==> config.mk <==
export PLATFORM = sky130hd
export DESIGN_NAME = tofd_top
export DESIGN_NICKNAME = d
export VERILOG_FILES = /design/src/tofd_pkg.sv /design/src/tofd_cnt_if.sv /design/src/tofd_counter.sv /design/src/tofd_top.sv
export SDC_FILE = /design/constraint.sdc
export NUM_CORES = 1
export LEC_CHECK = 0
export BUFFER_PORTS_ARGS = -buffer_cell sky130_fd_sc_hd__clkbuf_2
export CAP_MARGIN = 15
export CORE_MARGIN = 5
export CORE_UTILIZATION = 50
export CTS_BUF_LIST = sky130_fd_sc_hd__clkbuf_4 sky130_fd_sc_hd__clkbuf_8
export CTS_CLUSTER_SIZE = 24
export DETAILED_ROUTE_END_ITERATION = 10
export GPL_TIMING_DRIVEN = 0
export HOLD_SLACK_MARGIN = 0.1
export PLACE_DENSITY = 0.7
export SYNTH_ARGS = -nofsm -noshare
export SYNTH_HDL_FRONTEND = slang
export SYNTH_SLANG_ARGS = --single-unit
==> constraint.sdc <==
create_clock -name clk -period 2.4 [get_ports clk]
set_input_delay 0 -clock clk [delete_from_list [all_inputs] [get_ports clk]]
set_output_delay 0 -clock clk [all_outputs]
set_load 0.1 [all_outputs]
==> src/tofd_pkg.sv <==
// Package: constants for the timer overflow and frequency divider block.
// Assumes a single 25 MHz clock and a plain register port.
package tofd_pkg;
   // ----------------------------------------
   // Register offsets
   // ----------------------------------------
   localparam logic [3:0] TOFD_ADDR_T0CTL = 4'h0;
   localparam logic [3:0] TOFD_ADDR_T0CNT = 4'h1;
   localparam logic [3:0] TOFD_ADDR_T1CTL = 4'h2;
   localparam logic [3:0] TOFD_ADDR_T1CNTL = 4'h3;
   localparam logic [3:0] TOFD_ADDR_T1CNTH = 4'h4;
   localparam logic [3:0] TOFD_ADDR_INTC = 4'h5;
   localparam logic [3:0] TOFD_ADDR_PORT = 4'h6;
   localparam logic [3:0] TOFD_ADDR_STAT = 4'h7;
   // ----------------------------------------
   // Control fields
   // ----------------------------------------
   localparam int TOFD_MODE_HI = 7;
   localparam int TOFD_MODE_LO = 6;
   localparam int TOFD_EN_BIT = 4;
   localparam int TOFD_EDGE_BIT = 3;
   localparam int TOFD_PSC_HI = 2;
   localparam int TOFD_PSC_LO = 0;
   localparam logic [1:0] TOFD_MODE_EVENT = 2'h1;
   localparam logic [1:0] TOFD_MODE_TIMER = 2'h2;
   localparam logic [1:0] TOFD_MODE_PWM = 2'h3;
   // Interrupt control, port and status bits
   localparam int TOFD_INTC_T0EN = 1;
   localparam int TOFD_INTC_T1EN = 2;
   localparam int TOFD_INTC_T0F = 5;
   localparam int TOFD_INTC_T1F = 6;
   localparam int TOFD_PORT_PDDIR = 0;
   localparam int TOFD_PORT_PDDAT = 1;
   localparam int TOFD_PORT_PBDIR = 2;
   localparam int TOFD_PORT_PDOUT = 3;
   localparam int TOFD_PORT_PDN = 4;
   // ----------------------------------------
   // Reset values
   // ----------------------------------------
   localparam logic [7:0] TOFD_RST_CTL = 8'h00;
   localparam logic [7:0] TOFD_RST_INTC = 8'h00;
   localparam logic [7:0] TOFD_RST_PORT = 8'h01;
   localparam logic [6:0] TOFD_RST_PSC = 7'h00;
endpackage : tofd_pkg

==> src/tofd_cnt_if.sv <==
// Interface: one timer's control and status toward its counter.
// Assumes the parent drives control and reads status.
`timescale 1ns/1ns
interface tofd_cnt_if;
   logic [7:0] ctl;
   logic wr_cnt;
   logic [15:0] wr_val;
   logic hold;
   logic tick;
   logic pin;
   logic [15:0] cnt;
   logic ovf;
   logic en_clr;
   modport ctrl (output ctl, output wr_cnt, output wr_val, output hold, output tick, output pin,
      input cnt, input ovf, input en_clr);
   modport core (input ctl, input wr_cnt, input wr_val, input hold, input tick, input pin,
      output cnt, output ovf, output en_clr);
endinterface : tofd_cnt_if

==> src/tofd_counter.sv <==
// Counter core: one up counter with preload, overflow and mode handling.
// Assumes tick is a prescaled one-cycle enable and pin is synchronous.
`timescale 1ns/1ns
module tofd_counter
   import tofd_pkg::*;
#(
   parameter int W = 8
)
(
   input wire logic clk,
   input wire logic rst,
   tofd_cnt_if.core cif
);
   logic [W-1:0] preload;
   logic [W-1:0] cnt;
   logic pin_q;
   logic active;
   logic [W-1:0] next_preload;
   logic [W-1:0] next_cnt;
   logic next_pin_q;
   logic next_active;
   logic ovf;
   logic en_clr;
   logic [1:0] mode;
   logic edge_sel;
   logic run;
   logic rise;
   logic fall;
   logic inc;

   assign mode = cif.ctl[TOFD_MODE_HI:TOFD_MODE_LO];
   assign edge_sel = cif.ctl[TOFD_EDGE_BIT];
   assign run = cif.ctl[TOFD_EN_BIT];
   assign rise = cif.pin & ~pin_q;
   assign fall = ~cif.pin & pin_q;
   assign cif.cnt = 16'(cnt);
   assign cif.ovf = ovf;
   assign cif.en_clr = en_clr;

   always_comb
   begin
      next_preload = preload;
      next_cnt = cnt;
      next_pin_q = pin_q;
      next_active = active;
      ovf = 1'b0;
      en_clr = 1'b0;
      inc = 1'b0;
      if (cif.wr_cnt)
      begin
         next_preload = cif.wr_val[W-1:0];
         next_cnt = cif.wr_val[W-1:0];
      end
      // pin sampled on tick
      if (cif.tick)
      begin
         next_pin_q = cif.pin;
      end
      // clock held on access
      if (!cif.hold && cif.tick && run && !cif.wr_cnt)
      begin
         case (mode)
            // edge select
            TOFD_MODE_EVENT: inc = edge_sel ? fall : rise;
            // internal clock
            TOFD_MODE_TIMER: inc = 1'b1;
            TOFD_MODE_PWM:
            begin
               if (!active)
               begin
                  next_active = edge_sel ? rise : fall;
               end
               else if (edge_sel ? fall : rise)
               begin
                  // single shot stop
                  next_active = 1'b0;
                  en_clr = 1'b1;
               end
               else
               begin
                  inc = 1'b1;
               end
            end
            default: inc = 1'b0;
         endcase
      end
      if (!run)
      begin
         next_active = 1'b0;
      end
      // count up, reload
      if (inc)
      begin
         if (&cnt)
         begin
            ovf = 1'b1;
            next_cnt = preload;
         end
         else
         begin
            next_cnt = W'(cnt + 1'b1);
         end
      end
   end

   always_ff @(posedge clk)
   begin
      if (rst)
      begin
         preload <= '0;
         cnt <= '0;
         pin_q <= 1'b0;
         active <= 1'b0;
      end
      else
      begin
         preload <= next_preload;
         cnt <= next_cnt;
         pin_q <= next_pin_q;
         active <= next_active;
      end
   end

   // ----------------------------------------
   // Checks
   // ----------------------------------------
   a_reload_on_ovf: assert property (@(posedge clk) disable iff (rst)
      ovf |=> cnt == $past(preload))
      else $error("counter did not reload after overflow");
   a_hold_freezes: assert property (@(posedge clk) disable iff (rst)
      (cif.hold && !cif.wr_cnt) |=> cnt == $past(cnt))
      else $error("counter moved during access");
   a_timer_counts: assert property (@(posedge clk) disable iff (rst)
      (mode == TOFD_MODE_TIMER && run && cif.tick && !cif.hold && !cif.wr_cnt && !(&cnt))
      |=> cnt == $past(cnt) + 1'b1)
      else $error("timer mode did not count");
endmodule : tofd_counter

==> src/tofd_top.sv <==
// Top: two timer/event counters, overflow flags, wake-up and divider pin.
// Assumes a plain register port with one-cycle strobes, read data next cycle.
//
// Behaviour
// divider output toggles on each overflow of selected timer.
// counter counts up from preload, overflows, reloads, keeps counting.
// option parameter enables divider and picks its timer; else plain pin.
// divider reaches pin only when port D direction bit 0 is output.
// port D data bit gates divider; zero forces pin low.
// three-bit prescale field selects division of internal clock.
// both overflows feed divider choice and their interrupts.
// software selects pin mode and sets port B bit 7 as input.
// optional pull-high stays active while pin is a timer input.
// timer mode counts system clock; overflow raises interrupt.
// pin events act only on the next timer clock tick.
// counter clock held during register read or write.
// interrupt stays inactive unless its enable bit is set.
// software loads counter before turning timer on.
// software sets enable after mode, in a separate write.
// overflow sets request flag; interrupt only when enabled.
// overflow in power-down wakes device regardless of enable.
// no overflow wake-up while the request flag is already set.
// bit 4 starts timer when set, stops when cleared.
// bit 3 selects counted edge or measured level.
// pulse width mode clears enable when pin returns.
// divider toggle state resets low.
//
// The plain strobed port and the address map were chosen for this implementation.
`timescale 1ns/1ns
module tofd_top
   import tofd_pkg::*;
#(
   parameter bit PFD_ON = 1'b1,
   parameter bit PFD_SRC = 1'b0,
   parameter bit PULL_HIGH = 1'b1
)
(
   input wire logic clk,
   input wire logic rst,
   input wire logic [3:0] addr,
   input wire logic [7:0] wdata,
   input wire logic wr,
   input wire logic rd,
   output logic [7:0] rdata,
   input wire logic shared_timer_input_pin,
   output logic shared_timer_pull_en,
   input wire logic divider_pin_in,
   output logic divider_pin_out,
   output logic divider_pin_oe,
   output logic timer0_irq,
   output logic timer1_irq,
   output logic wake
);
   tofd_cnt_if c0 ();
   tofd_cnt_if c1 ();

   logic [7:0] timer0_control_reg;
   logic [7:0] timer1_control_reg;
   logic [7:0] intc;
   logic [7:0] port;
   logic [7:0] t1_lo_buf;
   logic [6:0] psc;
   logic freq_divider_output;
   logic [7:0] next_t0c;
   logic [7:0] next_t1c;
   logic [7:0] next_intc;
   logic [7:0] next_port;
   logic [7:0] next_t1_lo_buf;
   logic [6:0] next_psc;
   logic next_fdo;
   logic [7:0] next_rdata;
   logic next_pin_out;
   logic next_pin_oe;
   logic next_irq0;
   logic next_irq1;
   logic next_wake;
   logic next_pull;
   logic [6:0] psc_plus;
   logic sel_ovf;
   logic port_d_direction_reg;
   logic divider_pin_data_bit;
   logic port_b_direction_reg;
   logic access;

   assign psc_plus = 7'(psc + 1'b1);
   assign port_d_direction_reg = port[TOFD_PORT_PDDIR];
   assign divider_pin_data_bit = port[TOFD_PORT_PDDAT];
   assign port_b_direction_reg = port[TOFD_PORT_PBDIR];
   assign access = wr | rd;

   // ----------------------------------------
   // Prescaler taps
   // ----------------------------------------
   // Rising edge of free counter bit n-1 gives one tick per 2^n cycles
   function automatic logic tap(input logic [2:0] sel, input logic [6:0] p, input logic [6:0] pn);
      logic r;
      r = 1'b1;
      if (sel != 3'h0)
      begin
         r = p[sel - 3'h1] & ~pn[sel - 3'h1];
      end
      return r;
   endfunction : tap

   always_comb
   begin
      c0.ctl = timer0_control_reg;
      c1.ctl = timer1_control_reg;
      c0.wr_cnt = wr && addr == TOFD_ADDR_T0CNT;
      c0.wr_val = {8'h00, wdata};
      // High byte write commits the buffered low byte
      c1.wr_cnt = wr && addr == TOFD_ADDR_T1CNTH;
      c1.wr_val = {wdata, t1_lo_buf};
      // any access holds clock
      // Counts are lost while stalled; software must allow for it
      c0.hold = access;
      c1.hold = access;
      // prescale tick
      c0.tick = timer0_control_reg[TOFD_MODE_HI:TOFD_MODE_LO] == TOFD_MODE_EVENT ? 1'b1
         : tap(timer0_control_reg[TOFD_PSC_HI:TOFD_PSC_LO], psc_plus, psc);
      c1.tick = timer1_control_reg[TOFD_MODE_HI:TOFD_MODE_LO] == TOFD_MODE_EVENT ? 1'b1
         : tap(timer1_control_reg[TOFD_PSC_HI:TOFD_PSC_LO], psc_plus, psc);
      c0.pin = shared_timer_input_pin;
      c1.pin = shared_timer_input_pin;
   end

   // ----------------------------------------
   // Counters
   // ----------------------------------------
   tofd_counter #(.W(8)) u_t0 (
      .clk(clk),
      .rst(rst),
      .cif(c0)
   );
   tofd_counter #(.W(16)) u_t1 (
      .clk(clk),
      .rst(rst),
      .cif(c1)
   );

   // either overflow may feed divider
   assign sel_ovf = PFD_SRC ? c1.ovf : c0.ovf;

   // ----------------------------------------
   // Next state
   // ----------------------------------------
   always_comb
   begin
      next_t0c = timer0_control_reg;
      next_t1c = timer1_control_reg;
      next_intc = intc;
      next_port = port;
      next_t1_lo_buf = t1_lo_buf;
      next_psc = psc_plus;
      next_fdo = freq_divider_output;
      next_rdata = 8'h00;
      // auto clear of enable
      if (c0.en_clr)
      begin
         next_t0c[TOFD_EN_BIT] = 1'b0;
      end
      if (c1.en_clr)
      begin
         next_t1c[TOFD_EN_BIT] = 1'b0;
      end
      // enable bit written by software
      if (wr)
      begin
         case (addr)
            TOFD_ADDR_T0CTL: next_t0c = wdata;
            TOFD_ADDR_T1CTL: next_t1c = wdata;
            TOFD_ADDR_T1CNTL: next_t1_lo_buf = wdata;
            TOFD_ADDR_INTC: next_intc = wdata;
            TOFD_ADDR_PORT: next_port = wdata;
            default: next_t1_lo_buf = t1_lo_buf;
         endcase
      end
      // overflow sets flag, set wins
      if (c0.ovf)
      begin
         next_intc[TOFD_INTC_T0F] = 1'b1;
      end
      if (c1.ovf)
      begin
         next_intc[TOFD_INTC_T1F] = 1'b1;
      end
      // toggle on selected overflow
      if (PFD_ON && sel_ovf)
      begin
         next_fdo = ~freq_divider_output;
      end
      if (rd)
      begin
         case (addr)
            TOFD_ADDR_T0CTL: next_rdata = timer0_control_reg;
            TOFD_ADDR_T0CNT: next_rdata = c0.cnt[7:0];
            TOFD_ADDR_T1CTL: next_rdata = timer1_control_reg;
            TOFD_ADDR_T1CNTL: next_rdata = c1.cnt[7:0];
            TOFD_ADDR_T1CNTH: next_rdata = c1.cnt[15:8];
            TOFD_ADDR_INTC: next_rdata = intc;
            TOFD_ADDR_PORT: next_rdata = port;
            TOFD_ADDR_STAT: next_rdata = {6'h00, c1.ovf, freq_divider_output};
            default: next_rdata = 8'h00;
         endcase
      end
      // divider only when option selected
      if (PFD_ON)
      begin
         // output only when direction is output
         // data bit gates the toggle
         next_pin_out = divider_pin_data_bit & next_fdo;
      end
      else
      begin
         next_pin_out = port[TOFD_PORT_PDOUT];
      end
      next_pin_oe = ~port_d_direction_reg;
      // gated by enable bits
      next_irq0 = next_intc[TOFD_INTC_T0F] & next_intc[TOFD_INTC_T0EN];
      next_irq1 = next_intc[TOFD_INTC_T1F] & next_intc[TOFD_INTC_T1EN];
      // wake regardless of enable
      // blocked if flag already set
      // Old flag, so the overflow that sets it still wakes once
      next_wake = port[TOFD_PORT_PDN]
         & ((c0.ovf & ~intc[TOFD_INTC_T0F]) | (c1.ovf & ~intc[TOFD_INTC_T1F]));
      // pull-high kept on input
      next_pull = PULL_HIGH & port_b_direction_reg;
   end

   // ----------------------------------------
   // Registers
   // ----------------------------------------
   always_ff @(posedge clk)
   begin
      if (rst)
      begin
         timer0_control_reg <= TOFD_RST_CTL;
         timer1_control_reg <= TOFD_RST_CTL;
         intc <= TOFD_RST_INTC;
         port <= TOFD_RST_PORT;
         t1_lo_buf <= 8'h00;
         psc <= TOFD_RST_PSC;
         // divider resets low
         freq_divider_output <= 1'b0;
         rdata <= 8'h00;
         divider_pin_out <= 1'b0;
         divider_pin_oe <= 1'b0;
         timer0_irq <= 1'b0;
         timer1_irq <= 1'b0;
         wake <= 1'b0;
         shared_timer_pull_en <= 1'b0;
      end
      else
      begin
         timer0_control_reg <= next_t0c;
         timer1_control_reg <= next_t1c;
         intc <= next_intc;
         port <= next_port;
         t1_lo_buf <= next_t1_lo_buf;
         psc <= next_psc;
         freq_divider_output <= next_fdo;
         rdata <= next_rdata;
         divider_pin_out <= next_pin_out;
         divider_pin_oe <= next_pin_oe;
         timer0_irq <= next_irq0;
         timer1_irq <= next_irq1;
         wake <= next_wake;
         shared_timer_pull_en <= next_pull;
      end
   end

   // ----------------------------------------
   // Checks
   // ----------------------------------------
   a_div_toggles: assert property (@(posedge clk) disable iff (rst)
      (PFD_ON && sel_ovf) |=> freq_divider_output != $past(freq_divider_output))
      else $error("divider did not toggle on overflow");

   a_div_reset_low: assert property (@(posedge clk) disable iff (rst)
      $fell(rst) |-> !freq_divider_output)
      else $error("divider not low after reset");

   a_pin_gated_low: assert property (@(posedge clk) disable iff (rst)
      (PFD_ON && !divider_pin_data_bit && !wr) |=> !divider_pin_out)
      else $error("divider pin not forced low");

   a_pin_follows: assert property (@(posedge clk) disable iff (rst)
      (PFD_ON && divider_pin_data_bit && !wr) |=> divider_pin_out == freq_divider_output)
      else $error("divider pin does not follow toggle");

   a_flag_set: assert property (@(posedge clk) disable iff (rst)
      c0.ovf |=> intc[TOFD_INTC_T0F])
      else $error("overflow flag not set");

   a_t1_flag_set: assert property (@(posedge clk) disable iff (rst)
      c1.ovf |=> intc[TOFD_INTC_T1F])
      else $error("timer 1 overflow flag not set");

   a_irq_follows: assert property (@(posedge clk) disable iff (rst)
      (c0.ovf && intc[TOFD_INTC_T0EN] && !wr) |=> timer0_irq)
      else $error("enabled overflow gave no interrupt");

   a_irq_masked: assert property (@(posedge clk) disable iff (rst)
      !intc[TOFD_INTC_T0EN] |-> !timer0_irq)
      else $error("interrupt active while disabled");

   a_irq1_masked: assert property (@(posedge clk) disable iff (rst)
      !intc[TOFD_INTC_T1EN] |-> !timer1_irq)
      else $error("timer 1 interrupt active while disabled");

   a_wake_blocked: assert property (@(posedge clk) disable iff (rst)
      (intc[TOFD_INTC_T0F] && intc[TOFD_INTC_T1F]) |=> !wake)
      else $error("wake-up while flags set");

   a_wake_pdn: assert property (@(posedge clk) disable iff (rst)
      (port[TOFD_PORT_PDN] && c1.ovf && !intc[TOFD_INTC_T1F]) |=> wake)
      else $error("no wake-up on overflow in power-down");

   a_wake_pdn0: assert property (@(posedge clk) disable iff (rst)
      (port[TOFD_PORT_PDN] && c0.ovf && !intc[TOFD_INTC_T0F]) |=> wake)
      else $error("no wake-up on timer 0 overflow in power-down");

   a_pwm_clear: assert property (@(posedge clk) disable iff (rst)
      (c0.en_clr && !wr) |=> !timer0_control_reg[TOFD_EN_BIT])
      else $error("enable not cleared after pulse");

   a_oe_dir: assert property (@(posedge clk) disable iff (rst)
      port_d_direction_reg && !wr |=> !divider_pin_oe)
      else $error("pin driven while input");

   a_oe_output: assert property (@(posedge clk) disable iff (rst)
      (!port_d_direction_reg && !wr) |=> divider_pin_oe)
      else $error("pin not driven while output");

   a_pull_input: assert property (@(posedge clk) disable iff (rst)
      port_b_direction_reg |=> shared_timer_pull_en == PULL_HIGH)
      else $error("pull-high lost while pin is input");

   a_access_stall: assert property (@(posedge clk) disable iff (rst)
      access |-> !c0.ovf && !c1.ovf)
      else $error("counter overflowed during access");

   a_stop_no_ovf: assert property (@(posedge clk) disable iff (rst)
      !timer0_control_reg[TOFD_EN_BIT] |-> !c0.ovf)
      else $error("stopped timer overflowed");

   // ----------------------------------------
   // Coverage
   // ----------------------------------------
   c_div_toggle: cover property (@(posedge clk) disable iff (rst) sel_ovf ##1 divider_pin_out);
   c_wake: cover property (@(posedge clk) disable iff (rst) wake);
   c_pwm_stop: cover property (@(posedge clk) disable iff (rst) c0.en_clr);
   c_t1_irq: cover property (@(posedge clk) disable iff (rst) timer1_irq);
   c_event_ovf: cover property (@(posedge clk) disable iff (rst)
      timer0_control_reg[TOFD_MODE_HI:TOFD_MODE_LO] == TOFD_MODE_EVENT && c0.ovf);
endmodule : tofd_top

==> run summary, run 1 <==
Residual DRC: 0
DR pass1 iterations: 7
Netlist cell types: 70
Final ANT Viol Nets: 0
Worst Hold Class: in -> reg
worst-path maximum fanout: 7
Syn Std Cell Area: 5782 um^2
number of diodes: 0
Sink Count: 114
Seq cells post-synth: 114
grt total ovfl: 0
Final Cycle Share: 98.10%
TritonCTS clock tree: yes
Yosys top cell area share: 39.47%
vias in the first global route: 5554
CP required: 2790 ps
pin slew with the least headroom to its limit: 861.7 ps
Core Region: 11370 um^2
full die area: 13810 um^2
Layout area overhead: 23.85%
Worst path slowest cell: or4_4
crit path buf inv count: 1
relative slew slack: 42.56%
# fillers: 993
Worst Setup Slack post-DPL: -458.6 ps
Synthesized Nets: 714
Max H-tree Level: 4
Max Cap Viol: 0
CTS max path bufs: 2
cell taking the most area after synthesis: dfxtp_1
total track usage: 27.30%
count of boundary I/O pins: 32
initial antenna violation count: 0
status: complete, no violations
minimum clock period: 2354 ps
Cell Rows: 39
Yosys warnings: 0
Power, Total: 4378 uW
Reg clk slew, reported paths: 80 ps
Min-Delay Endpoint: c0.ctl[4]
final setup fails: 0
hold depth: 5
GP Congestion: 0.9606
Async SR Flop Fraction: 0%
Detailed Place HPWL: 13090 um
Hold WS: 130.5 ps
via count: 5753
Final Max Slew Viols: 0
CP max stage delay: 500 ps
root buf cell: clkbuf_8
layout cells sized above 1: 19.05%
CP Capture Type: register
vias per inst: 6.219
Reg area: 2303 um^2
hold_sp: wr
Setup TNS: 0 ps
skew final: 13.00 ps
Wirelength per Cell: 20.88 um
PD cells: 611.3 nW/um^2
WL final: 19320 um
Post-synth EDFFs: 0
CP arrival: 2750 ps
global-route wire length before repair: 29710 um
clock latency on the worst-skew pair: 460 ps
worst r2r dst: wake
Nets: 794
Final WS setup: 45.65 ps
CP Cell Sequence: ha_4 > or3b_4 > a31oi_4 > a221oi_4 > o31a_1 > buf_4 > or4_4 > a21oi_2
largest net degree at the start of global routing: 17
synthesized instance count: 689
reg-to-reg slack, setup: 50 ps
synth top area cells: dfxtp_1 39%, nand2_1 7.9%, mux2i_1 6.6%
CP top delay family: simple AND/OR/NAND/NOR gates
worst setup path class: reg -> reg
Starting Density: 50.85%
fmax: 424.7 MHz
Reg2Reg Depth: 8
Worst R2R Start: psc[0]
Die Y: 117.5 um
Max IR drop VDD: 0.5149 mV
LEAKAGE: 0.002429 uW
Syn Area/Cell: 8.392 um^2
multi-input logic area: 3495 um^2
RSZ-0062 raised after global routing: true
CTS buffer count: 17
Horiz. Die Dim: 117.5 um
register area share after synthesis: 39.47%
# port buffers: 26
1st-iter DRT viols: 587
Critical Path Start Type: register
Final Hold Viols: 0
Synth Flop Type: dfxtp_1
==> power by group <==
group | switching (uW) | internal (uW) | leakage (uW) | total [uW]
combinational | 205 | 119 | 0.00128 | 324
sequential | 28.1 | 1910 | 0.000926 | 1940
clock | 841 | 1270 | 0.000225 | 2110
==> cells by family (layout without fill, tap and decap cells) <==
family | count (synthesis) | in the layout | share of synthesized area (%)
AOI/OAI and AO/OA | 159 | 159 | 18.68
xor gates and xnor gates | 16 | 16 | 2.424
buffers and inverters | 56 | 149 | 4.068
muxes | 49 | 49 | 10.08
DFF | 114 | 114 | 39.47
adders and majority gates | 7 | 7 | 1.515
and+or+nand+nor | 288 | 288 | 23.76
==> stage by stage <==
| stage | cells | util (%) | cell area [um^2] |
|---|---|---|---|
| floorplan | 689 | - | 5782 |
| global route | 925 | 62.98 | 7161 |
| global placement | 858 | 53.57 | 6091 |
| finish | 925 | 62.98 | 7161 |
| detailed placement | 858 | 53.57 | 6091 |
| CTS | 916 | 60.99 | 6934 |
==> per-layer routing <==
metal  share of wire, %  track usage (%)  routed length, um  vias to the layer above
li1                   -                -                  -                     2675
met1                 39            33.92               7556                     2735
met2                 47            42.75               9173                      279
met3                8.8            6.968               1695                       64
met4                4.6            15.91                890                        0
met5                  0                0                  0                        -
==> layout make-up <==
class / instances / area share, %
Inverter: 11 / 0.6116
Buffer: 43 / 2.831
Multi-Input combinational cell: 519 / 48.80
Sequential cell: 114 / 32.17
Timing Repair Buffer: 63 / 6.605
Clock buffer: 19 / 3.565
Clock inverter: 13 / 2.918
Tap cell: 143 / 2.499
==> how the worst max path moves through the flow <==
stage	slack (ps)	start	end	depth (start not counted)
2_1_floorplan	90	c1.ctl[0]	u_t1.cif.cnt[4]	9
3_3_place_gp	-460	c1.ctl[0]	c1.ctl[4]	8
3_5_place_dp	-460	c1.ctl[0]	c1.ctl[4]	8
4_1_cts	-50	c0.ctl[0]	u_t0.cnt[7]	8
5_1_grt	-20	c0.ctl[0]	wake	9
6_report	50	psc[0]	wake	8
==> synth_stat cells, drive strengths merged, types with 3 or more instances <==
cell type    n
a2111oi      6
a21boi       3
a21oi       49
a311oi      15
a31oi       19
and2         5
and3         8
and4         3
buf         19
clkbuf      26
dfxtp      114
ha           7
inv         11
mux2         4
mux2i       38
mux4         7
nand2      121
nand2b       7
nand3       33
nand3b       6
nand4        9
nor2        57
nor2b        8
nor3        11
nor3b        3
o2111a       3
o2111ai      4
o211ai      13
o21ai       15
o22ai        3
o31ai        7
or3          3
or3b         3
or4          3
xnor2        6
xor2        10
==> layout by cell type, fill, tap and decap left out, types with 5 or more instances in the layout <==
| cell type | instances |
|---|---|
| and3_1 | 7 |
| dfxtp_2 | 5 |
| a21oi_1 | 48 |
| clkbuf_2 | 28 |
| nand2_1 | 119 |
| inv_1 | 8 |
| nand4_1 | 8 |
| buf_1 | 6 |
| xnor2_1 | 6 |
| clkbuf_8 | 18 |
| nand3b_1 | 6 |
| nor3_1 | 10 |
| o21ai_0 | 12 |
| nand2b_1 | 7 |
| bufinv_16 | 5 |
| buf_4 | 12 |
| clkbuf_1 | 23 |
| o211ai_1 | 13 |
| a311oi_1 | 14 |
| dfxtp_1 | 105 |
| nor2b_1 | 8 |
| mux4_2 | 7 |
| xor2_1 | 8 |
| a31oi_1 | 17 |
| buf_2 | 9 |
| dlygate4sd3_1 | 20 |
| buf_6 | 5 |
| a2111oi_2 | 5 |
| mux2i_1 | 38 |
| nor2_1 | 56 |
| and2_1 | 5 |
| nand3_1 | 32 |
==> tightest hold or removal path: stages <==
cell and delay (ps):
clkbuf_2 100, nor2_1 90, nand4_1 170, nor3_1 80, o22ai_1 110
==> sequential cells by signal, indices dropped and copies added, names as in the netlist, 7 cells and up <==
register / count
c0.ctl: 8
rdata: 8
psc: 7
port: 8
u_t0.preload: 8
c1.ctl: 8
t1_lo_buf: 8
u_t0.cnt: 8
intc: 8
u_t1.cif.cnt: 16
u_t1.preload: 16
==> timing repair <==
item	CTS	global route
setup buffers	6	9
setup endpoints to repair	36	36
hold endpoints to repair	78	0
pin swaps	6	11
hold buffers	20	0
cloned	1	0
resized for setup	34	38
No activity file was read; power rests on OpenSTA's default activity.
==> inputs of run 2 (changes only) <==
--- a/config.mk
+++ b/config.mk
@@ -14,7 +14,7 @@
 export DETAILED_ROUTE_END_ITERATION = 10
 export GPL_TIMING_DRIVEN = 0
 export HOLD_SLACK_MARGIN = 0.1
-export PLACE_DENSITY = 0.7
+export PLACE_DENSITY = 0.67
 export SYNTH_ARGS = -nofsm -noshare
 export SYNTH_HDL_FRONTEND = slang
 export SYNTH_SLANG_ARGS = --single-unit
==> constraint.sdc (replaced) <==
create_clock -name clk -period 2.7 [get_ports clk]
set_input_delay 0 -clock clk [delete_from_list [all_inputs] [get_ports clk]]
set_output_delay 0 -clock clk [all_outputs]
set_load 0.1 [all_outputs]
==> run 2 against run 1 <==
  * Sequential cell count is the same
  * First-iteration DRC count shrank 19%
  * Highest routed layer unchanged
  * Maximum frequency shrank 10%
  * Critical path type unchanged
==> run summary, run 2 (same netlist as run 1, synthesis figures left out) <==
Critical Path Start Type: register
root buf cell: clkbuf_8
Layout area overhead: 16.19%
worst-path maximum fanout: 10 (+3)
1st-iter DRT viols: 473 (-19%)
vias in the first global route: 5369 (-3.3%)
clock latency on the worst-skew pair: 460 ps (about the same)
total track usage: 26.61% (-0.69 points)
Final Hold Viols: 0 (unchanged)
grt total ovfl: 0 (unchanged)
Die Y: 117.5 um (unchanged)
CP arrival: 2930 ps (+180 ps)
biggest regs: u_t1.cif.cnt: 16 flops, u_t1.preload: 16 flops
final setup fails: 0 (unchanged)
layout cells sized above 1: 13.07% (-6.0 points)
fmax: 381.4 MHz (-10%)
CP Capture Type: register
Placed Area: 6091 um^2 (unchanged)
pin slew with the least headroom to its limit: 841.7 ps (-19.92 ps)
LEAKAGE: 0.002292 uW (-5.6%)
PD cells: 524.5 nW/um^2 (-14%)
minimum clock period: 2622 ps (+267.6 ps)
count of boundary I/O pins: 32 (unchanged)
WL final: 18400 um (-4.7%)
Horiz. Die Dim: 117.5 um (unchanged)
status: complete, no violations
Max Cap Viol: 0 (unchanged)
Cell Rows: 39 (unchanged)
Final Cycle Share: 97.11% (-0.99 points)
CTS max path bufs: 2 (unchanged)
most common cell after layout, fill and taps aside: nand2_1
DR pass1 iterations: 7 (unchanged)
CTS buffer count: 17 (unchanged)
initial antenna violation count: 0 (unchanged)
GR Util met1: 34.69% (+0.77 points)
Final Max Slew Viols: 0 (unchanged)
Worst R2R Start: u_t1.cif.cnt[0]
Top Usage Layer GRT: met2
full die area: 13810 um^2 (unchanged)
Wirelength per Cell: 20.27 um (-2.9%)
worst r2r dst: u_t1.cif.cnt[3]
Power, Total: 3523 uW (-20%)
Detailed Place HPWL: 12840 um (-1.9%)
hold_sp: wr
Hold WS: 135.3 ps (+4.855 ps)
met3 usage: 6.247% (-0.72 points)
Reg clk slew, reported paths: 70 ps (about the same)
CP required: 3010 ps (+220 ps)
# port buffers: 26 (unchanged)
Post-Layout Inst Area: 6718 um^2 (-6.2%)
relative slew slack: 43.88% (+1.3 points)
Residual DRC: 0 (unchanged)
skew final: 9.292 ps (-3.707 ps)
global-route wire length before repair: 29130 um (-2.0%)
largest net degree at the start of global routing: 17 (unchanged)
Max H-tree Level: 4 (unchanged)
hold depth: 5 (unchanged)
TritonCTS clock tree: yes
Worst Hold Class: in -> reg
post-layout util: 59.08% (-3.9 points)
Max IR drop VDD: 0.4150 mV (-19%)
Nets: 781 (-1.6%)
Sink Count: 114 (unchanged)
worst setup path class: reg -> reg
GP Congestion: 0.9429 (-1.8%)
Inst Count DP: 858 (unchanged)
number of diodes: 0 (unchanged)
Reg2Reg Depth: 8 (unchanged)
via count: 5629 (-2.2%)
most frequent cells in the layout: 121 x nand2_1, 112 x dfxtp_1, 56 x nor2_1
Min-Delay Endpoint: c0.ctl[4]
Core Region: 11370 um^2 (unchanged)
Final ANT Viol Nets: 0 (unchanged)
final std cells w/o fill: 908 (-1.8%)
reg-to-reg slack, setup: 80 ps (+30 ps)
met2 usage: 42.08% (-0.67 points)
vias per inst: 6.199 (-0.32%)
Starting Density: 50.85% (unchanged)
[run 2: cell count changes in the layout (fill, tap and decap cells not counted), moves of 4 or more]
| cell | previous run | this run |
|---|---|---|
| buf_4 | 12 | 4 |
| dfxtp_1 | 105 | 112 |
| a2111oi_2 | 5 | 0 |
| a2111oi_0 | 1 | 5 |
| buf_6 | 5 | 1 |
| dfxtp_4 | 4 | 0 |
| ha_4 | 4 | 0 |
[run 2: critical path: stages, from the launching register on]
cell and delay [ps]:
dfxtp_1 520, ha_2 360, inv_1 80, or4_4 570, nor2_4 260, buf_6 210, nor2_1 50, a2111oi_0 330
a311oi_1 90
[run 2: what timing repair did]
item,4_1_cts,5_1_grt
endpoints found under the hold margin,81,0
setup buffers,0,2
gates resized for setup,2,11
endpoints found under the setup margin,19,35
hold buffers,20,0
cloned,0,0
[run 2: metal layers]
metal / up-vias / routed length [um]
met5: - / 0
met4: 0 / 539
met3: 41 / 1581
met2: 276 / 8546
met1: 2670 / 7735
li1: 2642 / -
[run 2: worst max-delay path by stage]
| stage | start | to | slack, ps | cells past startpoint |
|---|---|---|---|---|
| 5_1_grt | c1.ctl[0] | u_t1.cif.cnt[4] | -5 | 9 |
| 6_report | u_t1.cif.cnt[0] | u_t1.cif.cnt[3] | 80 | 8 |
| 4_1_cts | c1.ctl[0] | u_t1.cif.cnt[4] | 20 | 9 |
| 3_5_place_dp | c1.ctl[0] | c1.ctl[4] | -130 | 8 |
| 3_3_place_gp | c1.ctl[0] | c1.ctl[4] | -100 | 8 |
| 2_1_floorplan | c1.ctl[0] | u_t1.cif.cnt[4] | 390 | 9 |
[run 2: cell type report]
cell class / count / area [um^2]
clock inverter: 7 / 85.08
tap: 143 / 178.9
timing repair buffer: 49 / 350.3
clock buffer: 21 / 282.8
buffer: 44 / 195.2
fill: 1043 / 4652
multi-input combinational: 519 / 3299
inverter: 11 / 41.29
sequential: 114 / 2285
[run 2: per-stage QoR]
step | worst slack, ps | setup TNS (ps)
global placement | -99.95 | -623.4
CTS | 18.91 | 0
detailed placement | -125.7 | -1271
floorplan | 394.5 | 0
finish | 78.03 | 0
global route | -5.428 | -5.428
[run 2: where the power goes]
part           leakage [uW]  switching (uW)  internal (uW)
Combinational       0.00117             169           86.9
Clock              0.000196             669            873
Sequential         0.000922            23.3           1700
==> inputs of run 3 (changes only) <==
--- a/config.mk
+++ b/config.mk
@@ -5,6 +5,7 @@
 export SDC_FILE = /design/constraint.sdc
 export NUM_CORES = 1
 export LEC_CHECK = 0
+export ABC_AREA = 1
 export BUFFER_PORTS_ARGS = -buffer_cell sky130_fd_sc_hd__clkbuf_2
 export CAP_MARGIN = 15
 export CORE_MARGIN = 5
@@ -12,6 +13,7 @@
 export CTS_BUF_LIST = sky130_fd_sc_hd__clkbuf_4 sky130_fd_sc_hd__clkbuf_8
 export CTS_CLUSTER_SIZE = 24
 export DETAILED_ROUTE_END_ITERATION = 10
+export GPL_ROUTABILITY_DRIVEN = 0
 export GPL_TIMING_DRIVEN = 0
 export HOLD_SLACK_MARGIN = 0.1
 export PLACE_DENSITY = 0.67
==> run 3 against run 2 <==
  * Sequential power about the same
  * Clock power up 15%
  * Final area down 1.4%
  * Synthesized cell count up 23%
  * Die area down 0.89%
  * Critical path type unchanged
  * Highest routed layer unchanged
==> run summary, run 3 <==
status: complete, no violations
worst setup path class: reg -> reg
Reg clk slew, reported paths: 70 ps (about the same)
Final Hold Viols: 0 (unchanged)
Sink Count: 114 (unchanged)
CP required: 3080 ps (+70 ps)
Cell Rows: 39 (unchanged)
Max H-tree Level: 4 (unchanged)
Residual DRC: 0 (unchanged)
most frequent cells in the layout: 203 x nand2_1, 114 x dfxtp_1, 104 x a21oi_1
CP max stage delay: 380 ps (-190 ps)
CTS hold repair buffers: 13 (-35%)
Syn Area/Cell: 6.752 um^2 (-20%)
# port buffers: 29 (+12%)
synthesized instance count: 848 (+23%)
Seq cells post-synth: 114 (unchanged)
clock latency on the worst-skew pair: 460 ps (about the same)
CTS max path bufs: 2 (unchanged)
Async SR Flop Fraction: 0% (unchanged)
Yosys top cell area share: 39.86% (+0.39 points)
clock network power share: 47.3% (+3.6 points)
cell taking the most area after synthesis: dfxtp_1
largest net degree at the start of global routing: 17 (unchanged)
via count: 5936 (+5.5%)
post-CTS resize count: 0 (-2)
Worst Hold Class: in -> reg
Final ANT Viol Nets: 0 (unchanged)
Layout area overhead: 15.73%
root buf cell: clkbuf_8
CTS buffer count: 17 (unchanged)
worst-path maximum fanout: 10 (unchanged)
Setup TNS: 0 ps (unchanged)
initial antenna violation count: 0 (unchanged)
Seq pwr share: 46.2% (-2.8 points)
CP Capture Type: register
synthesized-area fraction occupied by and/or/nand/nor cells: 27.16% (+3.4 points)
minimum clock period: 2391 ps (-230.7 ps)
CP Cell Sequence: inv_1 > ha_1 > clkbuf_1 > a21oi_1 > o21ai_1 > nand2_1 > a21oi_1 > nand2_2 > nand3_2 > buf_6 > buf_6 > nand2_1 > a21oi_1
Yosys warnings: 0 (unchanged)
vias per inst: 5.579 (-10%)
Post-synth EDFFs: 0 (unchanged)
Post-Layout Inst Area: 6626 um^2 (-1.4%)
Core Region: 11320 um^2 (-0.43%)
count of boundary I/O pins: 32 (unchanged)
total track usage: 27.70% (+1.1 points)
synth top area cells: dfxtp_1 40%, nand2_1 13%, a21oi_1 9.1%
Synth top cells by count: 203 x nand2_1, 114 x dfxtp_1, 104 x a21oi_1
WL final: 18020 um (-2.1%)
Placed Area: 6050 um^2 (-0.68%)
post-layout util: 58.53% (-0.55 points)
Net Sw Frac: 23.46% (-0.98 points)
CP most frequent cell: a21oi_1
most common cell after layout, fill and taps aside: nand2_1
relative slew slack: 51.45% (+7.6 points)
TritonCTS clock tree: yes
grt total ovfl: 0 (unchanged)
global-route wire length before repair: 28500 um (-2.2%)
vias in the first global route: 5616 (+4.6%)
Post-Synth Adder-Cell Area: 1.530% (+0.015 points)
mux contribution to synthesized area: 0% (-10 points)
Starting Density: 50.57% (-0.28 points)
full die area: 13690 um^2 (-0.89%)
1st-iter DRT viols: 688 (+45%)
Internal Power: 2863 uW (+7.5%)
Die Y: 117.0 um (-0.45%)
Nets: 934 (+20%)
Horiz. Die Dim: 117.0 um (-0.45%)
Compound-Gate Fraction of Synth Area: 20.24% (+1.6 points)
Final Cycle Share: 88.57% (-8.5 points)
Synthesized Nets: 873 (+22%)
pin slew with the least headroom to its limit: 728.3 ps (-113.4 ps)
Post-CTS Setup Bufs: 0 (unchanged)
number of diodes: 0 (unchanged)
Netlist cell types: 41 (-41%)
DR pass1 iterations: 8 (+1)
Wirelength per Cell: 16.94 um (-16%)
LEAKAGE: 0.002623 uW (+14%)
Max IR drop VDD: 0.4653 mV (+12%)
Comb power frac: 6.5% (-0.8 points)
Syn Std Cell Area: 5725 um^2 (-0.97%)
fmax: 418.2 MHz (+9.6%)
Power, Total: 3740 uW (+6.1%)
RSZ-0062 raised after global routing: false
skew final: 7.835 ps (-1.456 ps)
Synth Flop Type: dfxtp_1
P_sw: 877.3 uW (+1.9%)
Critical Path Start Type: register
Detailed Place HPWL: 13080 um (+1.9%)
xor/xnor share of the synthesized area: 1.989% (-0.44 points)
PD cells: 564.4 nW/um^2 (+7.6%)
CP arrival: 2770 ps (-160 ps)
top-count cell post-synth: nand2_1
Final Max Slew Viols: 0 (unchanged)
layout cells sized above 1: 9.663% (-3.4 points)
Max Cap Viol: 0 (unchanged)
register area share after synthesis: 39.86% (+0.39 points)
final setup fails: 0 (unchanged)
biggest regs: u_t1.cif.cnt: 16 flops, u_t1.preload: 16 flops
largest family of logic cells by synthesized area: simple AND/OR/NAND/NOR gates
Worst path slowest cell: dfxtp_1
run 3: cells by family after synthesis:
logic type / count (synthesis)
xor+xnor: 13
buf+inv: 133
compound gates: 214
flops: 114
fa+ha+maj: 7
simple gates: 367
run 3: power groups by stage:
stage | logic [uW] | registers (uW) | clock network (uW)
after floorplan | 133 | 1770 | 0
after global placement | 221 | 1760 | 0
after detailed placement | 224 | 1760 | 0
after CTS | 239 | 1730 | 1780
after global routing | 267 | 1730 | 1850
final | 245 | 1730 | 1770
run 3: worst max-delay path, delay by kind of cell (launching register included):
family                     cells  cell delay [ps]
adders and majority gates      1              320
DFF                            1              380
AOI/OAI and AO/OA              4              520
buffers and inverters          4              750
and+or+nand+nor                4              350
run 3: final cells by class:
class                   instances  area (um^2)
plain buffers                  29        137.6
repair buffers                 42        275.3
clock inverters                 2        60.06
clock buffers                  29        386.6
multi-input cells             601         2915
inverters                     104        390.4
fillers                      1088         4695
flip-flops and latches        114         2282
well taps                     143        178.9
run 3: path summary, 6_finish.rpt:
path | slack (ps) | depth (start not counted) | end | from
max | 310 | 13 | u_t1.cif.cnt[13] | c1.ctl[0]
min | 120 | 4 | freq_divider_output | rst
max reg2reg | 310 | 13 | u_t1.cif.cnt[13] | c1.ctl[0]
min reg2reg | 460 | 2 | u_t1.preload[3] | u_t1.preload[3]
run 3: metal layers:
| metal | global-route usage [%] | vias to the layer above | part of all wire, % |
|---|---|---|---|
| met5 | 0 | - | 0 |
| met4 | 11.70 | 0 | 2.9 |
| met1 | 35.90 | 2702 | 42 |
| li1 | - | 2917 | - |
| met3 | 6.118 | 46 | 10 |
| met2 | 44.67 | 271 | 45 |
run 3: per-stage QoR:
stage	hold slack [ps]	setup WS, ps	cells
4_1_cts	109.1	360.2	1064
6_report	122.7	308.7	1064
2_1_floorplan	126.3	721.8	848
3_3_place_gp	393.8	408.1	1020
5_1_grt	137.5	88.76	1064
3_5_place_dp	408.0	376.8	1020
